$ cat src/verilog/strap_pkg.sv
// Package: register map, field positions and strap defaults for the soft-strap block
package strap_pkg;
   // Register byte offsets
   localparam logic [7:0] OFF_STRAP_SRC = 8'h00;
   localparam logic [7:0] OFF_P2_BASIC = 8'h04;
   localparam logic [7:0] OFF_P2_ADV = 8'h08;
   localparam logic [7:0] OFF_P2_MODES = 8'h0C;
   localparam logic [7:0] OFF_P2_FC = 8'h10;
   localparam logic [7:0] OFF_HOST_FC = 8'h14;
   localparam logic [7:0] OFF_VPHY_SCS = 8'h18;
   localparam logic [7:0] OFF_STATUS = 8'h1C;
   // Field positions
   localparam int BASIC_DUPLEX_BIT = 8;
   localparam int BASIC_SPEED_BIT = 13;
   localparam int ADV_10HD_BIT = 5;
   localparam int ADV_10FD_BIT = 6;
   localparam int ADV_PAUSE_BIT = 10;
   localparam int MODE_LSB = 5;
   localparam int FC_JAM_BIT = 0;
   localparam int FC_MANUAL_BIT = 1;
   localparam int FC_TX_BIT = 2;
   localparam int FC_RX_BIT = 3;
   localparam int SCS_HEARTBEAT_BIT = 0;
   // Strap source register: software-visible strap values in use, pin levels or loader override
   localparam int SRC_SPEED = 0;
   localparam int SRC_DUPLEX = 1;
   localparam int SRC_P2_JAM = 2;
   localparam int SRC_P2_PAUSE = 3;
   localparam int SRC_P2_MANUAL = 4;
   localparam int SRC_H_JAM = 5;
   localparam int SRC_H_PAUSE = 6;
   localparam int SRC_H_MANUAL = 7;
   localparam int SRC_HEARTBEAT = 8;
   localparam int STRAP_W = 9;
   // Pin defaults when no override is applied (order of SRC_* above)
   localparam logic [8:0] STRAP_DEFAULT = 9'h06F;
   localparam logic [2:0] MODE_10HD = 3'h0;
   localparam logic [2:0] MODE_10FD = 3'h1;
   localparam logic [2:0] MODE_100HD = 3'h2;
   localparam logic [2:0] MODE_100FD = 3'h3;
   localparam logic [1:0] RESP_OKAY = 2'h0;
   localparam logic [1:0] RESP_SLVERR = 2'h2;

   // Packed MSB first, so speed lands on bit 0 as in the pin order
   typedef struct packed {
      logic heartbeat;
      logic h_manual;
      logic h_pause;
      logic h_jam;
      logic p2_manual;
      logic p2_pause;
      logic p2_jam;
      logic duplex;
      logic speed;
   } strap_t;

   typedef struct packed {
      logic jam_enable;
      logic manual_pause_select;
      logic tx_pause_enable;
      logic rx_pause_enable;
   } fc_ctrl_t;
endpackage

$ cat src/verilog/strap_sampler.sv
// Strap pin synchroniser with two-stage agreement filter
`timescale 1ns/1ps
module strap_sampler #(
   parameter int W = 9
) (
   input wire logic aclk, // System clock
   input wire logic aresetn, // Synchronous reset, active low
   input wire logic [W-1:0] pins, // Raw strap pins
   output logic [W-1:0] level // Filtered strap levels
);
   typedef struct packed {
      logic [W-1:0] s1;
      logic [W-1:0] s2;
      logic [W-1:0] s3;
      logic [W-1:0] level;
   } samp_state_t;

   samp_state_t st_r;
   samp_state_t st_nxt;

   // =====================================
   // Filter
   always_comb begin
      st_nxt = st_r;
      st_nxt.s1 = pins;
      st_nxt.s2 = st_r.s1;
      st_nxt.s3 = st_r.s2;
      // A change counts only when stages two and three agree
      for (int i = 0; i < W; i++) begin
         if (st_r.s2[i] == st_r.s3[i]) begin
            st_nxt.level[i] = st_r.s3[i];
         end
      end
   end

   always_ff @(posedge aclk) begin
      if (!aresetn) begin
         st_r <= '0;
      end else begin
         st_r <= st_nxt;
      end
   end

   assign level = st_r.level;
endmodule // strap_sampler

$ cat src/verilog/soft_strap_defaults.sv
// Soft-strap default loader with AXI4-Lite register access
// Operation
// - The port 2 rate strap sets the default of the speed bit, low 10 Mbps, high 100 Mbps, default high.
// - The rate strap also sets the default of the mode field; 10BASE-T half advertisement bit 5 defaults high regardless.
// - The port 2 duplex strap sets the default of the duplex bit, low half, high full, default high.
// - The duplex strap also sets defaults of advertisement bit 6 and the mode field.
// - The port 2 jam strap sets the default of the backpressure enable, default high.
// - The port 2 pause strap sets defaults of both transmit and receive pause enables.
// - A low port 2 manual strap keeps negotiated flow control and sets advertisement bit 10.
// - A high port 2 manual strap uses the enable bits and clears advertisement bit 10.
// - The host port jam strap sets that port's backpressure enable default, default high.
// - The host port pause strap sets defaults of that port's transmit and receive pause enables.
// - The host port manual strap chooses between virtual negotiation result and the enable bits.
// - The heartbeat strap sets the default of heartbeat-off bit 0, high disables the test.
// - Soft-strap values may be overridden by the configuration loader before use as defaults.
`timescale 1ns/1ps
module soft_strap_defaults (
   input wire logic aclk, // System clock
   input wire logic aresetn, // Synchronous reset, active low
   input wire logic [strap_pkg::STRAP_W-1:0] strap_pins, // Soft strap pins
   input wire logic loader_valid, // Loader override strobe
   input wire logic [strap_pkg::STRAP_W-1:0] loader_straps, // Loader override values
   input wire logic loader_done, // Loader finished, defaults may be applied
   input wire logic p2_neg_tx_pause, // Negotiated transmit pause, port 2
   input wire logic p2_neg_rx_pause, // Negotiated receive pause, port 2
   input wire logic h_neg_tx_pause, // Virtual negotiated transmit pause, host port
   input wire logic h_neg_rx_pause, // Virtual negotiated receive pause, host port
   output logic p2_tx_pause_active, // Effective transmit pause, port 2
   output logic p2_rx_pause_active, // Effective receive pause, port 2
   output logic h_tx_pause_active, // Effective transmit pause, host port
   output logic h_rx_pause_active, // Effective receive pause, host port
   output logic p2_jam_active, // Port 2 backpressure enable
   output logic h_jam_active, // Host port backpressure enable
   output logic heartbeat_off, // Heartbeat test disabled
   output logic defaults_loaded, // Defaults applied
   input wire logic [7:0] s_axi_awaddr, // Write address
   input wire logic s_axi_awvalid, // Write address valid
   output logic s_axi_awready, // Write address ready
   input wire logic [31:0] s_axi_wdata, // Write data
   input wire logic [3:0] s_axi_wstrb, // Write strobes
   input wire logic s_axi_wvalid, // Write data valid
   output logic s_axi_wready, // Write data ready
   output logic [1:0] s_axi_bresp, // Write response
   output logic s_axi_bvalid, // Write response valid
   input wire logic s_axi_bready, // Write response ready
   input wire logic [7:0] s_axi_araddr, // Read address
   input wire logic s_axi_arvalid, // Read address valid
   output logic s_axi_arready, // Read address ready
   output logic [31:0] s_axi_rdata, // Read data
   output logic [1:0] s_axi_rresp, // Read response
   output logic s_axi_rvalid, // Read valid
   input wire logic s_axi_rready // Read ready
);
   typedef struct packed {
      strap_pkg::strap_t src;
      logic overridden;
      logic loaded;
      logic speed;
      logic duplex;
      logic [15:0] adv;
      logic [2:0] mode;
      strap_pkg::fc_ctrl_t p2_fc;
      strap_pkg::fc_ctrl_t h_fc;
      logic heartbeat;
      logic aw_held;
      logic [7:0] aw_addr;
      logic w_held;
      logic [31:0] w_data;
      logic [3:0] w_strb;
      logic bvalid;
      logic [1:0] bresp;
      logic rvalid;
      logic [31:0] rdata;
      logic [1:0] rresp;
   } state_t;

   state_t st_r;
   state_t st_nxt;
   logic [strap_pkg::STRAP_W-1:0] pin_level;

   strap_sampler #(.W(strap_pkg::STRAP_W)) u_sampler (
      .aclk(aclk),
      .aresetn(aresetn),
      .pins(strap_pins),
      .level(pin_level)
   );

   // =====================================
   // Helpers
   function automatic logic [2:0] mode_of(input logic spd, input logic dup);
      logic [2:0] m;
      m = spd ? (dup ? strap_pkg::MODE_100FD : strap_pkg::MODE_100HD)
              : (dup ? strap_pkg::MODE_10FD : strap_pkg::MODE_10HD);
      return m;
   endfunction

   function automatic logic [31:0] fc_word(input strap_pkg::fc_ctrl_t f);
      logic [31:0] v;
      v = 32'h0000_0000;
      v[strap_pkg::FC_JAM_BIT] = f.jam_enable;
      v[strap_pkg::FC_MANUAL_BIT] = f.manual_pause_select;
      v[strap_pkg::FC_TX_BIT] = f.tx_pause_enable;
      v[strap_pkg::FC_RX_BIT] = f.rx_pause_enable;
      return v;
   endfunction

   function automatic strap_pkg::fc_ctrl_t fc_merge(input strap_pkg::fc_ctrl_t f, input logic [31:0] d,
                                                   input logic [3:0] be);
      strap_pkg::fc_ctrl_t o;
      o = f;
      if (be[0]) begin
         o.jam_enable = d[strap_pkg::FC_JAM_BIT];
         o.manual_pause_select = d[strap_pkg::FC_MANUAL_BIT];
         o.tx_pause_enable = d[strap_pkg::FC_TX_BIT];
         o.rx_pause_enable = d[strap_pkg::FC_RX_BIT];
      end
      return o;
   endfunction

   // =====================================
   // Next state
   logic do_write;
   logic do_read;
   logic aw_take;
   logic w_take;
   logic ar_take;
   logic [31:0] rd_word;
   logic rd_ok;
   logic wr_ok;

   always_comb begin
      st_nxt = st_r;
      aw_take = s_axi_awvalid && !st_r.aw_held && !st_r.bvalid;
      w_take = s_axi_wvalid && !st_r.w_held && !st_r.bvalid;
      ar_take = s_axi_arvalid && !st_r.rvalid;
      do_write = 1'b0;
      do_read = ar_take;
      wr_ok = 1'b0;
      rd_ok = 1'b1;
      rd_word = 32'h0000_0000;

      // Loader overrides win over pin levels until defaults are applied
      if (!st_r.loaded) begin
         if (loader_valid) begin
            st_nxt.src = strap_pkg::strap_t'(loader_straps);
            st_nxt.overridden = 1'b1;
         end else if (!st_r.overridden) begin
            st_nxt.src = strap_pkg::strap_t'(pin_level);
         end
      end

      // Apply defaults once the loader has finished
      if (!st_r.loaded && loader_done) begin
         st_nxt.loaded = 1'b1;
         st_nxt.speed = st_nxt.src.speed;
         st_nxt.duplex = st_nxt.src.duplex;
         st_nxt.adv[strap_pkg::ADV_10HD_BIT] = 1'b1;
         st_nxt.adv[strap_pkg::ADV_10FD_BIT] = st_nxt.src.duplex;
         st_nxt.adv[strap_pkg::ADV_PAUSE_BIT] = !st_nxt.src.p2_manual;
         st_nxt.mode = mode_of(st_nxt.src.speed, st_nxt.src.duplex);
         st_nxt.p2_fc.jam_enable = st_nxt.src.p2_jam;
         st_nxt.p2_fc.tx_pause_enable = st_nxt.src.p2_pause;
         st_nxt.p2_fc.rx_pause_enable = st_nxt.src.p2_pause;
         st_nxt.p2_fc.manual_pause_select = st_nxt.src.p2_manual;
         st_nxt.h_fc.jam_enable = st_nxt.src.h_jam;
         st_nxt.h_fc.tx_pause_enable = st_nxt.src.h_pause;
         st_nxt.h_fc.rx_pause_enable = st_nxt.src.h_pause;
         st_nxt.h_fc.manual_pause_select = st_nxt.src.h_manual;
         st_nxt.heartbeat = st_nxt.src.heartbeat;
      end

      // Write channel capture
      if (aw_take) begin
         st_nxt.aw_held = 1'b1;
         st_nxt.aw_addr = s_axi_awaddr;
      end
      if (w_take) begin
         st_nxt.w_held = 1'b1;
         st_nxt.w_data = s_axi_wdata;
         st_nxt.w_strb = s_axi_wstrb;
      end
      do_write = st_r.aw_held && st_r.w_held && !st_r.bvalid;

      // Software writes are not held off until defaults are in; the load overwrites one taken before it, except advertisement bits other than 5, 6 and 10
      if (do_write) begin
         wr_ok = 1'b1;
         unique case (st_r.aw_addr)
            strap_pkg::OFF_P2_BASIC: begin
               if (st_r.w_strb[1]) begin
                  st_nxt.speed = st_r.w_data[strap_pkg::BASIC_SPEED_BIT];
                  st_nxt.duplex = st_r.w_data[strap_pkg::BASIC_DUPLEX_BIT];
               end
            end
            strap_pkg::OFF_P2_ADV: begin
               if (st_r.w_strb[0]) begin
                  st_nxt.adv[7:0] = st_r.w_data[7:0];
               end
               if (st_r.w_strb[1]) begin
                  st_nxt.adv[15:8] = st_r.w_data[15:8];
               end
            end
            strap_pkg::OFF_P2_MODES: begin
               if (st_r.w_strb[0]) begin
                  st_nxt.mode = st_r.w_data[strap_pkg::MODE_LSB +: 3];
               end
            end
            strap_pkg::OFF_P2_FC: st_nxt.p2_fc = fc_merge(st_r.p2_fc, st_r.w_data, st_r.w_strb);
            strap_pkg::OFF_HOST_FC: st_nxt.h_fc = fc_merge(st_r.h_fc, st_r.w_data, st_r.w_strb);
            strap_pkg::OFF_VPHY_SCS: begin
               if (st_r.w_strb[0]) begin
                  st_nxt.heartbeat = st_r.w_data[strap_pkg::SCS_HEARTBEAT_BIT];
               end
            end
            strap_pkg::OFF_STRAP_SRC, strap_pkg::OFF_STATUS: wr_ok = 1'b1;
            default: wr_ok = 1'b0;
         endcase
         st_nxt.aw_held = 1'b0;
         st_nxt.w_held = 1'b0;
         st_nxt.bvalid = 1'b1;
         st_nxt.bresp = wr_ok ? strap_pkg::RESP_OKAY : strap_pkg::RESP_SLVERR;
      end
      if (st_r.bvalid && s_axi_bready) begin
         st_nxt.bvalid = 1'b0;
      end

      // Read decode
      unique case (s_axi_araddr)
         strap_pkg::OFF_STRAP_SRC: rd_word = {23'h000000, st_r.src};
         strap_pkg::OFF_P2_BASIC: begin
            rd_word[strap_pkg::BASIC_SPEED_BIT] = st_r.speed;
            rd_word[strap_pkg::BASIC_DUPLEX_BIT] = st_r.duplex;
         end
         strap_pkg::OFF_P2_ADV: rd_word = {16'h0000, st_r.adv};
         strap_pkg::OFF_P2_MODES: rd_word[strap_pkg::MODE_LSB +: 3] = st_r.mode;
         strap_pkg::OFF_P2_FC: rd_word = fc_word(st_r.p2_fc);
         strap_pkg::OFF_HOST_FC: rd_word = fc_word(st_r.h_fc);
         strap_pkg::OFF_VPHY_SCS: rd_word[strap_pkg::SCS_HEARTBEAT_BIT] = st_r.heartbeat;
         strap_pkg::OFF_STATUS: rd_word = {30'h00000000, st_r.overridden, st_r.loaded};
         default: rd_ok = 1'b0;
      endcase
      if (do_read) begin
         st_nxt.rvalid = 1'b1;
         st_nxt.rdata = rd_word;
         st_nxt.rresp = rd_ok ? strap_pkg::RESP_OKAY : strap_pkg::RESP_SLVERR;
      end else if (st_r.rvalid && s_axi_rready) begin
         st_nxt.rvalid = 1'b0;
      end
   end

   always_ff @(posedge aclk) begin
      if (!aresetn) begin
         st_r <= '0;
         st_r.src <= strap_pkg::strap_t'(strap_pkg::STRAP_DEFAULT);
      end else begin
         st_r <= st_nxt;
      end
   end

   // =====================================
   // Outputs
   // Manual select picks the enable bits, otherwise the negotiated result
   assign p2_tx_pause_active = st_r.p2_fc.manual_pause_select ? st_r.p2_fc.tx_pause_enable
                                                               : p2_neg_tx_pause;
   assign p2_rx_pause_active = st_r.p2_fc.manual_pause_select ? st_r.p2_fc.rx_pause_enable
                                                               : p2_neg_rx_pause;
   assign h_tx_pause_active = st_r.h_fc.manual_pause_select ? st_r.h_fc.tx_pause_enable
                                                             : h_neg_tx_pause;
   assign h_rx_pause_active = st_r.h_fc.manual_pause_select ? st_r.h_fc.rx_pause_enable
                                                             : h_neg_rx_pause;
   assign p2_jam_active = st_r.p2_fc.jam_enable;
   assign h_jam_active = st_r.h_fc.jam_enable;
   assign heartbeat_off = st_r.heartbeat;
   assign defaults_loaded = st_r.loaded;
   assign s_axi_awready = !st_r.aw_held && !st_r.bvalid;
   assign s_axi_wready = !st_r.w_held && !st_r.bvalid;
   assign s_axi_bvalid = st_r.bvalid;
   assign s_axi_bresp = st_r.bresp;
   assign s_axi_arready = !st_r.rvalid;
   assign s_axi_rvalid = st_r.rvalid;
   assign s_axi_rdata = st_r.rdata;
   assign s_axi_rresp = st_r.rresp;
endmodule // soft_strap_defaults

$ cat config.mk
export PLATFORM = sky130hd
export DESIGN_NAME = soft_strap_defaults
export DESIGN_NICKNAME = d
export VERILOG_FILES = /design/src/verilog/strap_pkg.sv /design/src/verilog/strap_sampler.sv /design/src/verilog/soft_strap_defaults.sv
export SDC_FILE = /design/constraint.sdc
export NUM_CORES = 1
export LEC_CHECK = 0
export BUFFER_PORTS_ARGS = -buffer_cell sky130_fd_sc_hd__buf_2
export CORE_AREA = 2 2 105 107
export CTS_CLUSTER_DIAMETER = 50
export DETAILED_ROUTE_END_ITERATION = 10
export DIE_AREA = 0 0 107 109
export PLACE_DENSITY_LB_ADDON = 0.05
export SLEW_MARGIN = 20
export SYNTH_ARGS = -nofsm -noshare
export SYNTH_HDL_FRONTEND = slang
export SYNTH_HIERARCHICAL = 1
export SYNTH_SLANG_ARGS = --single-unit
$ cat constraint.sdc
create_clock -name aclk -period 2.3 [get_ports aclk]
set_input_delay 0.115 -clock aclk [delete_from_list [all_inputs] [get_ports aclk]]
set_output_delay 0.115 -clock aclk [all_outputs]
set_load 0.02 [all_outputs]
== Word level (Yosys, flattened, before mapping) ==
Index checks and enable logic that the tools add are counted.

* Flip-flop bits (word level): 143
* Bits of input ports: 83
* Output and inout bits: 49
* Logic and storage cells: 146

* Equality and inequality tests: 25
* Mux-type cells: 43
* Bitwise gates (word level): 2
* Reduce and logical (&&, ||, !) cells: 28

{| class="wikitable"
|+ Operators with widths
! operator !! count
|-
| == test 8 x 5 -> 1 bit (second input constant) || 8
|-
| == test 8 x 4 -> 1 bit (second input constant) || 4
|-
| two-way mux 31 bit || 1
|-
| two-way mux 9 bit || 3
|-
| one-hot mux 4 bit (5 select lines) || 1
|-
| == test 8 x 3 -> 1 bit (second input constant) || 2
|-
| logical NOT 8 bit || 2
|-
| two-way mux 16 bit || 1
|-
| two-way mux 2 bit || 8
|-
| two-way mux 4 bit || 4
|-
| two-way mux 8 bit || 2
|-
| OR reduction 8 bit || 2
|-
| two-way mux 1 bit || 15
|-
| logical AND 1 bit || 12
|-
| two-way mux 12 bit || 1
|-
| two-way mux 10 bit || 1
|-
| == test 1 bit || 9
|-
| one-hot mux 3 bit (3 select lines) || 1
|-
| logical NOT 1 bit || 6
|-
| two-way mux 3 bit || 2
|-
| != test 3 bit (second input constant) || 2
|-
| one-hot mux 1 bit (6 select lines) || 1
|-
| AND reduction 3 bit || 2
|-
| OR reduction 2 bit || 2
|-
| other kinds (5) || 6
|}

== Depth between registers and ports, before layout ==
Gate-level depths: netlist of the first run.

* Depth in word-level cells: 9
* Gate-level depth with buffers: 6
* Gate-level depth less buffers: 4

== Cells and area by module ==
The synthesis of the first run kept the hierarchy.

{| class="wikitable"
|+ By module, submodules not included
! module !! instances !! cells an instance !! area each (um2) !! sequential area each (um2)
|-
| soft_strap_defaults || 1 || 505 || 4,296.6 || 1,781.7
|-
| strap_sampler || 1 || 102 || 1,138.6 || 720.7
|}

== Worst setup path before layout of the first run ==
Ideal clock, no wire load.

* Path kind: reg2reg
* From: register st_r (netlist bit s_axi_bvalid)
* To: register st_r[107] (netlist bit)
* Library setup time: 128 ps
* Arrival: 1,789 ps
* Required time: 2,172 ps
* Setup slack: 383 ps
* Cell stages (with the launch flop): 5
* Path buffers: 0
* Clock period less this slack: 1,917 ps
* Path through: dfxtp_1 > or4b_4 > nor4_4 > mux2i_1 > nor2_1

* Cells in the longest elaborated chain, start to end: 3

{| class="wikitable"
|+ Ends and longest elaborated chain
! item !! line !! RTL
|-
| start: declaration || soft_strap_defaults.sv:77 || <nowiki>state_t st_r;</nowiki>
|-
| start signal: assignment || soft_strap_defaults.sv:255 || <nowiki>st_r <= st_nxt;</nowiki>
|-
| logical NOT 1 bit || soft_strap_defaults.sv:182 || <nowiki>do_write = st_r.aw_held && st_r.w_held && !st_r.bvalid;</nowiki>
|-
| logical AND 1 bit || soft_strap_defaults.sv:182 ||
|-
| AND reduction 3 bit (no source line) || -- ||
|}

No other way between the ends.
A chain may end at the register's enable or synchronous reset.

== Final worst setup path of the first run ==
* From: register st_r (netlist bit s_axi_bvalid)
* To: register st_r[109] (netlist bit)

The elaborated chain is that of the path after synthesis.

==> results of run 1 <==
[state kept, by name, indices dropped and copies added, names as in the netlist]
signal	count
s_axi_rdata	16
h_jam_active	1
s_axi_rvalid	1
u_sampler/st_nxt	18
u_sampler/st_r	9
s_axi_rresp	1
p2_jam_active	1
s_axi_bresp	1
heartbeat_off	1
st_r	65
s_axi_bvalid	1
u_sampler/level	9
defaults_loaded	1
[routing by layer]
| metal | global-route usage, % | wire length [um] |
|---|---|---|
| met5 | 0 | 0 |
| met3 | 5.439 | 552 |
| met1 | 27.46 | 5867 |
| met4 | 7.699 | 182 |
| met2 | 37.99 | 6119 |
[layout make-up]
| class | instances | area [um2] | share of cell area [%] |
|---|---|---|---|
| inverters | 8 | 30.03 | 0.4396 |
| clock inverters | 12 | 158.9 | 2.326 |
| well taps | 140 | 175.2 | 2.564 |
| clock buffers | 20 | 455.4 | 6.667 |
| flip-flops and latches | 125 | 2502 | 36.63 |
| repair buffers | 150 | 998.5 | 14.62 |
| multi-input cells | 416 | 2511 | 36.76 |
[synthesized netlist by cell type, types with 2 or more instances]
cell type  instances
mux2_2            18
a211oi_1           4
a22o_1             5
nand2b_1           5
o211ai_1           5
nor3_1             7
a41oi_1            2
o21a_1             2
nand2_1          100
mux2i_1           30
a32o_1             3
and2_1            22
inv_1              6
nor2_1            36
a21boi_0           6
nor3b_1            4
o2bb2ai_1          2
dfxtp_1          125
o211a_1            2
a21boi_2           3
nand4_1            5
a22oi_1            7
a21oi_1           45
buf_4             45
clkbuf_1          23
clkbuf_2           3
nand3_1           13
and3_1             5
buf_1              3
o21ai_0           23
o221a_2            2
nor2b_1            7
and2_2             7
a31oi_1            7
nor4b_2            2
[stage by stage]
step,setup slack (ns),std cells
floorplan,0.3831,624
global placement,0.5332,795
CTS,0.4747,871
global route,0.3711,871
detailed placement,0.5047,795
finish,0.4864,871
[final timing paths]
| kind | endpoint | slack (ns) | cells past startpoint |
|---|---|---|---|
| setup / recovery | st_r[109]$_SDFFE_PN0P_ | 0.49 | 5 |
| hold / removal | st_r[119]$_SDFF_PN1_ | 0.02 | 5 |
| setup reg to reg | st_r[109]$_SDFFE_PN0P_ | 0.49 | 5 |
| hold reg to reg | u_sampler/st_nxt[15]$_SDFF_PN0_ | 0.43 | 1 |
[power by group]
group	internal, mW	switching, mW	total (mW)
clock	1.74	0.965	2.71
combinational	0.248	0.299	0.547
sequential	2.26	0.0853	2.34
total	4.25	1.35	5.60
[kinds of logic after synthesis]
family	synth area share, %
buffers and inverters	8.931
AO/OA/AOI/OAI	14.39
other	0.06899
AND/OR/NAND/NOR	20.90
multiplexers	9.668
flip-flops	46.04
[worst max-delay path, stage by stage, from the launching register on]
cell and delay, ns:
dfxtp_1 0.38, or4b_4 0.53, nor4_4 0.25, buf_4 0.25
mux2i_1 0.21, nor2_1 0.06
==> metrics.md, run 1 <==
| Metric | Value |
|---|---|
| EDFF count, synth | 0 |
| Clk sinks | 125 |
| Slew HR | 53.72% |
| DRT antenna net count | 0 |
| Most common cell after layout, fill and taps aside | dfxtp_1 |
| Residual DRC count | 0 |
| Htree depth | 4 |
| CP endpoint kind | flip-flop |
| Initial core utilization | 51.26% |
| Data arrival time of the critical path | 2.20 ns |
| Total leakage power | 2.845 nW |
| Die area | 0.01166 mm2 |
| # diodes | 0 |
| Num rows | 38 |
| Peak VDD IR | 0.5601 mV |
| Reg-to-Reg Start | s_axi_bvalid$_SDFFE_PP0N_ |
| Crit path launch | s_axi_bvalid$_SDFFE_PP0N_ |
| Hold Startpoint | loader_straps[3] |
| Post-Syn Instances | 607 |
| Final #Nets | 801 |
| Wire per inst | 14.60 um |
| CTS tree | yes |
| Final Wtd Congestion | 0.8017 |
| PD cells | 819.3 mW/mm2 |
| Pre-Repair DR Iteration Count | 5 |
| CP required | 2.69 ns |
| Seq/Total Area, Yosys | 46.04% |
| Dpl hpwl | 8711 um |
| Placeable Area | 0.01060 mm2 |
| Share of cells above drive strength 1 | 24.08% |
| Top-area cell type share of the netlist area | 46.04% |
| #FFs+latches synth | 125 |
| Setup crit start kind | flip-flop |
| Total GRT Usage | 22.22% |
| Root buffer cell | clkbuf_8 |
| Cts hold-fix bufs | 44 |
| Period utilization | 78.85% |
| Post-synth design cell area | 0.005435 mm2 |
| Vias/cell | 5.219 |
| Setup violations, final | 0 |
| Setup Skew | 0.008222 ns |
| Clock slew at reported path FFs | 0.06 ns |
| Power Total | 5.597 mW |
| Die Height | 109 um |
| Die width | 107 um |
| WS Path Type | flip-flop to flip-flop |
| DR iter-0 viols | 230 |
| RSZ-0062 raised after global routing | no |
| Layout fillers | 899 |
| Number of global-route vias before repair | 4,141 |
| Via count | 4,546 |
| Cts bufs inserted | 17 |
| Fin util | 64.43% |
| Synth warn | 6 |
| Buffers on Ports | 95 |
| Hold Fails Final Rpt | 0 |
| Slew Viols, Final | 0 |
| Hold slack | 0.01959 ns |
| I/O pins | 132 |
| Share of synthesized registers carrying an async set or reset | 0% |
| Max-cap viol count | 0 |
| Initial antenna violation count | 0 |
| Post-Route WL | 12,720 um |
| Post-synth cell types | 58 |
| Status | complete, no violations |
| Max Fclk | 551.4 MHz |
| Largest net degree at the start of global routing | 46 |
| P&R area growth vs syn | 25.69% |
| Ys flop type | dfxtp_1 |
| First-pass GRT wire length | 19,860 um |
| Total grt overflow | 0 |
| Hold Crit Class | input pin to flip-flop |
| Cell Area, Placed | 0.005777 mm2 |
| Worst Tran Pin Value | 0.6942 ns |
| Post-synth top area cell | dfxtp_1 |
| Leading cell types in the layout, fill and taps excluded | dfxtp_1, nand2_1, buf_2 |
| Synth Area per Inst | 8.954 um2 |
| Post-CTS setup buffer count | 0 |
| CTS Buffer Depth | 2 |
| Setup TNS | 0 ns |
| Worst-Skew Late Latency | 0.52 ns |
| Design area | 0.006832 mm2 |
| CP Max Fanout | 9 |
| Top cells by area, synth | dfxtp_1, nand2_1, buf_4 |
| Post-cts sizing count | 0 |
| Min Tclk post-route | 1.814 ns |
Note: power is estimated with default switching activity, not from simulation.
==> run 2, diff against run 1 <==
--- a/config.mk
+++ b/config.mk
@@ -5,11 +5,12 @@
 export SDC_FILE = /design/constraint.sdc
 export NUM_CORES = 1
 export LEC_CHECK = 0
+export ABC_AREA = 1
 export BUFFER_PORTS_ARGS = -buffer_cell sky130_fd_sc_hd__buf_2
-export CORE_AREA = 2 2 105 107
+export CORE_AREA = 2 2 106 108
 export CTS_CLUSTER_DIAMETER = 50
 export DETAILED_ROUTE_END_ITERATION = 10
-export DIE_AREA = 0 0 107 109
+export DIE_AREA = 0 0 108 110
 export PLACE_DENSITY_LB_ADDON = 0.05
 export SLEW_MARGIN = 20
 export SYNTH_ARGS = -nofsm -noshare
==> constraint.sdc (replaced) <==
create_clock -name aclk -period 1.73 [get_ports aclk]
set_input_delay 0.0865 -clock aclk [delete_from_list [all_inputs] [get_ports aclk]]
set_output_delay 0.0865 -clock aclk [all_outputs]
set_load 0.02 [all_outputs]
==> metrics.md, run 2 <==
| Metric | Value |
|---|---|
| Most common cell after layout, fill and taps aside | nand2_1 |
| Most numerous cell in the Yosys netlist | nand2_1 |
| Largest Register | st_r |
| Post-Route WL | 13,550 um |
| CTS Buffer Depth | 2 |
| Footprint of the multi-input gates | 0.002327 mm2 |
| Synth Area per Inst | 7.517 um2 |
| Setup TNS | 0 ns |
| EDFF count, synth | 0 |
| CP Max Fanout | 12 |
| Top-area cell type share of the netlist area | 44.44% |
| Die Height | 110 um |
| Dpl hpwl | 9451 um |
| Final #Nets | 953 |
| Die width | 108 um |
| Post-synth design cell area | 0.005630 mm2 |
| Slew HR | 58.58% |
| Data arrival time of the critical path | 1.91 ns |
| Leading cell types in the layout, fill and taps excluded | nand2_1, dfxtp_1, buf_2 |
| Top cells by area, synth | dfxtp_1, nand2_1, o21ai_0 |
| Initial antenna violation count | 0 |
| Hold Fails Final Rpt | 0 |
| Residual DRC count | 0 |
| DR iter-0 viols | 354 |
| Post-route insts no fill | 1,023 |
| #FFs+latches synth | 125 |
| Seq/Total Area, Yosys | 44.44% |
| Layout fillers | 941 |
| First-pass GRT wire length | 21,860 um |
| Vias/cell | 4.971 |
| Wire per inst | 13.24 um |
| Via count | 5,085 |
| Cts bufs inserted | 17 |
| Post-synth top area cell | dfxtp_1 |
| Initial core utilization | 52.63% |
| Cts hold-fix bufs | 51 |
| Setup violations, final | 0 |
| Htree depth | 4 |
| Placed Instances | 940 |
| # diodes | 0 |
| Hold Crit Class | input pin to flip-flop |
| P&R area growth vs syn | 23.51% |
| I/O pins | 132 |
| Share of synthesized registers carrying an async set or reset | 0% |
| Buffers on Ports | 95 |
| Post-Syn Instances | 749 |
| Setup crit start kind | flip-flop |
| Max-cap viol count | 0 |
| RSZ-0062 raised after global routing | no |
| Die area | 0.01188 mm2 |
| Root buffer cell | clkbuf_8 |
| Min Tclk post-route | 1.511 ns |
| Peak VDD IR | 0.6210 mV |
| PD cells | 1043 mW/mm2 |
| Number of global-route vias before repair | 4,670 |
| Max reg flops | 65 |
| Clock slew at reported path FFs | 0.06 ns |
| Period utilization | 87.37% |
| CTS tree | yes |
| Synth top cells by count | nand2_1, dfxtp_1, nor2_1, o21ai_0, inv_1 |
| CP endpoint kind | flip-flop |
| Post-CTS setup buffer count | 0 |
| Post-synth cell types | 38 |
| Slew Viols, Final | 0 |
| Post-cts sizing count | 0 |
| Ys flop type | dfxtp_1 |
| CP required | 2.12 ns |
| Worst-Skew Late Latency | 0.52 ns |
| Synth warn | 6 |
| Setup Skew | 0.007058 ns |
| Status | complete, no violations |
| DRT antenna net count | 0 |
| Largest net degree at the start of global routing | 44 |
| Share of cells above drive strength 1 | 21.06% |
| Num rows | 38 |
| Total GRT Usage | 23.86% |
| Pre-Repair DR Iteration Count | 5 |
| WS Path Type | flip-flop to flip-flop |
| Clk sinks | 125 |
| Max Fclk | 661.6 MHz |
| Worst Tran Pin Value | 0.6207 ns |
| Final Wtd Congestion | 0.9039 |
| Total leakage power | 3.213 nW |
| Register area | 0.002502 mm2 |
| Total grt overflow | 0 |
| Placeable Area | 0.01070 mm2 |
==> run 2: layout make-up <==
| cell class | count | share of cell area (%) |
|---|---|---|
| Sequential cell | 125 | 35.98 |
| Tap cell | 140 | 2.519 |
| Timing Repair Buffer | 159 | 15.58 |
| Clock inverter | 14 | 1.745 |
| Clock buffer | 18 | 6.153 |
| Inverter | 83 | 4.552 |
| Multi-Input combinational cell | 484 | 33.47 |
==> run 2: layer usage <==
layer / share of wire, % / track usage [%]
met5: 0 / 0
met3: 5.1 / 5.996
met4: 2.2 / 8.883
met1: 43 / 29.93
met2: 49 / 39.89
==> run 2: power by group <==
part | internal (mW) | total, mW | switching, mW
Combinational | 0.334 | 0.846 | 0.513
Sequential | 3.04 | 3.15 | 0.114
Clock | 1.93 | 3.26 | 1.32
==> run 2: critical path, stage by stage (launching register included) <==
cell and delay [ns]:
dfxtp_1 0.32, nor2_2 0.18, nand3_1 0.20, nor2_1 0.13, nand2_1 0.25, o21ai_0 0.24
a31oi_1 0.06
==> run 2: worst paths after layout <==
check,startpoint,endpoint,slack (ns),depth (start not counted)
worst max-delay path,st_r[75]$_SDFFE_PN0P_,st_r[101]$_SDFF_PN0_,0.22,6
worst min-delay path,loader_straps[8],st_r[124]$_SDFF_PN0_,0.03,5
worst max register to register,st_r[75]$_SDFFE_PN0P_,st_r[101]$_SDFF_PN0_,0.22,6
worst min register to register,u_sampler/st_nxt[24]$_SDFF_PN0_,u_sampler/st_nxt[15]$_SDFF_PN0_,0.41,2
==> run 2: cells by family after synthesis <==
family | share of synthesized area, %
flip-flops | 44.44
AO/OA/AOI/OAI | 16.89
buffers and inverters | 15.36
other | 0.06660
AND/OR/NAND/NOR | 23.24
==> run 2: stage by stage <==
step | total power, mW | hold WS, ns | area [um2] | setup slack, ns | utilization (%)
CTS | 7.294 | 0.02114 | 6954 | 0.2327 | 65.01
floorplan | 3.767 | 0.1841 | 5694 | 0.3200 | -
detailed placement | 3.962 | 0.2712 | 5894 | 0.2257 | 55.10
global route | 7.579 | 0.05456 | 6954 | 0.07483 | 65.01
finish | 7.256 | 0.03259 | 6954 | 0.2186 | 65.01
global placement | 3.945 | 0.2681 | 5894 | 0.2946 | 55.10
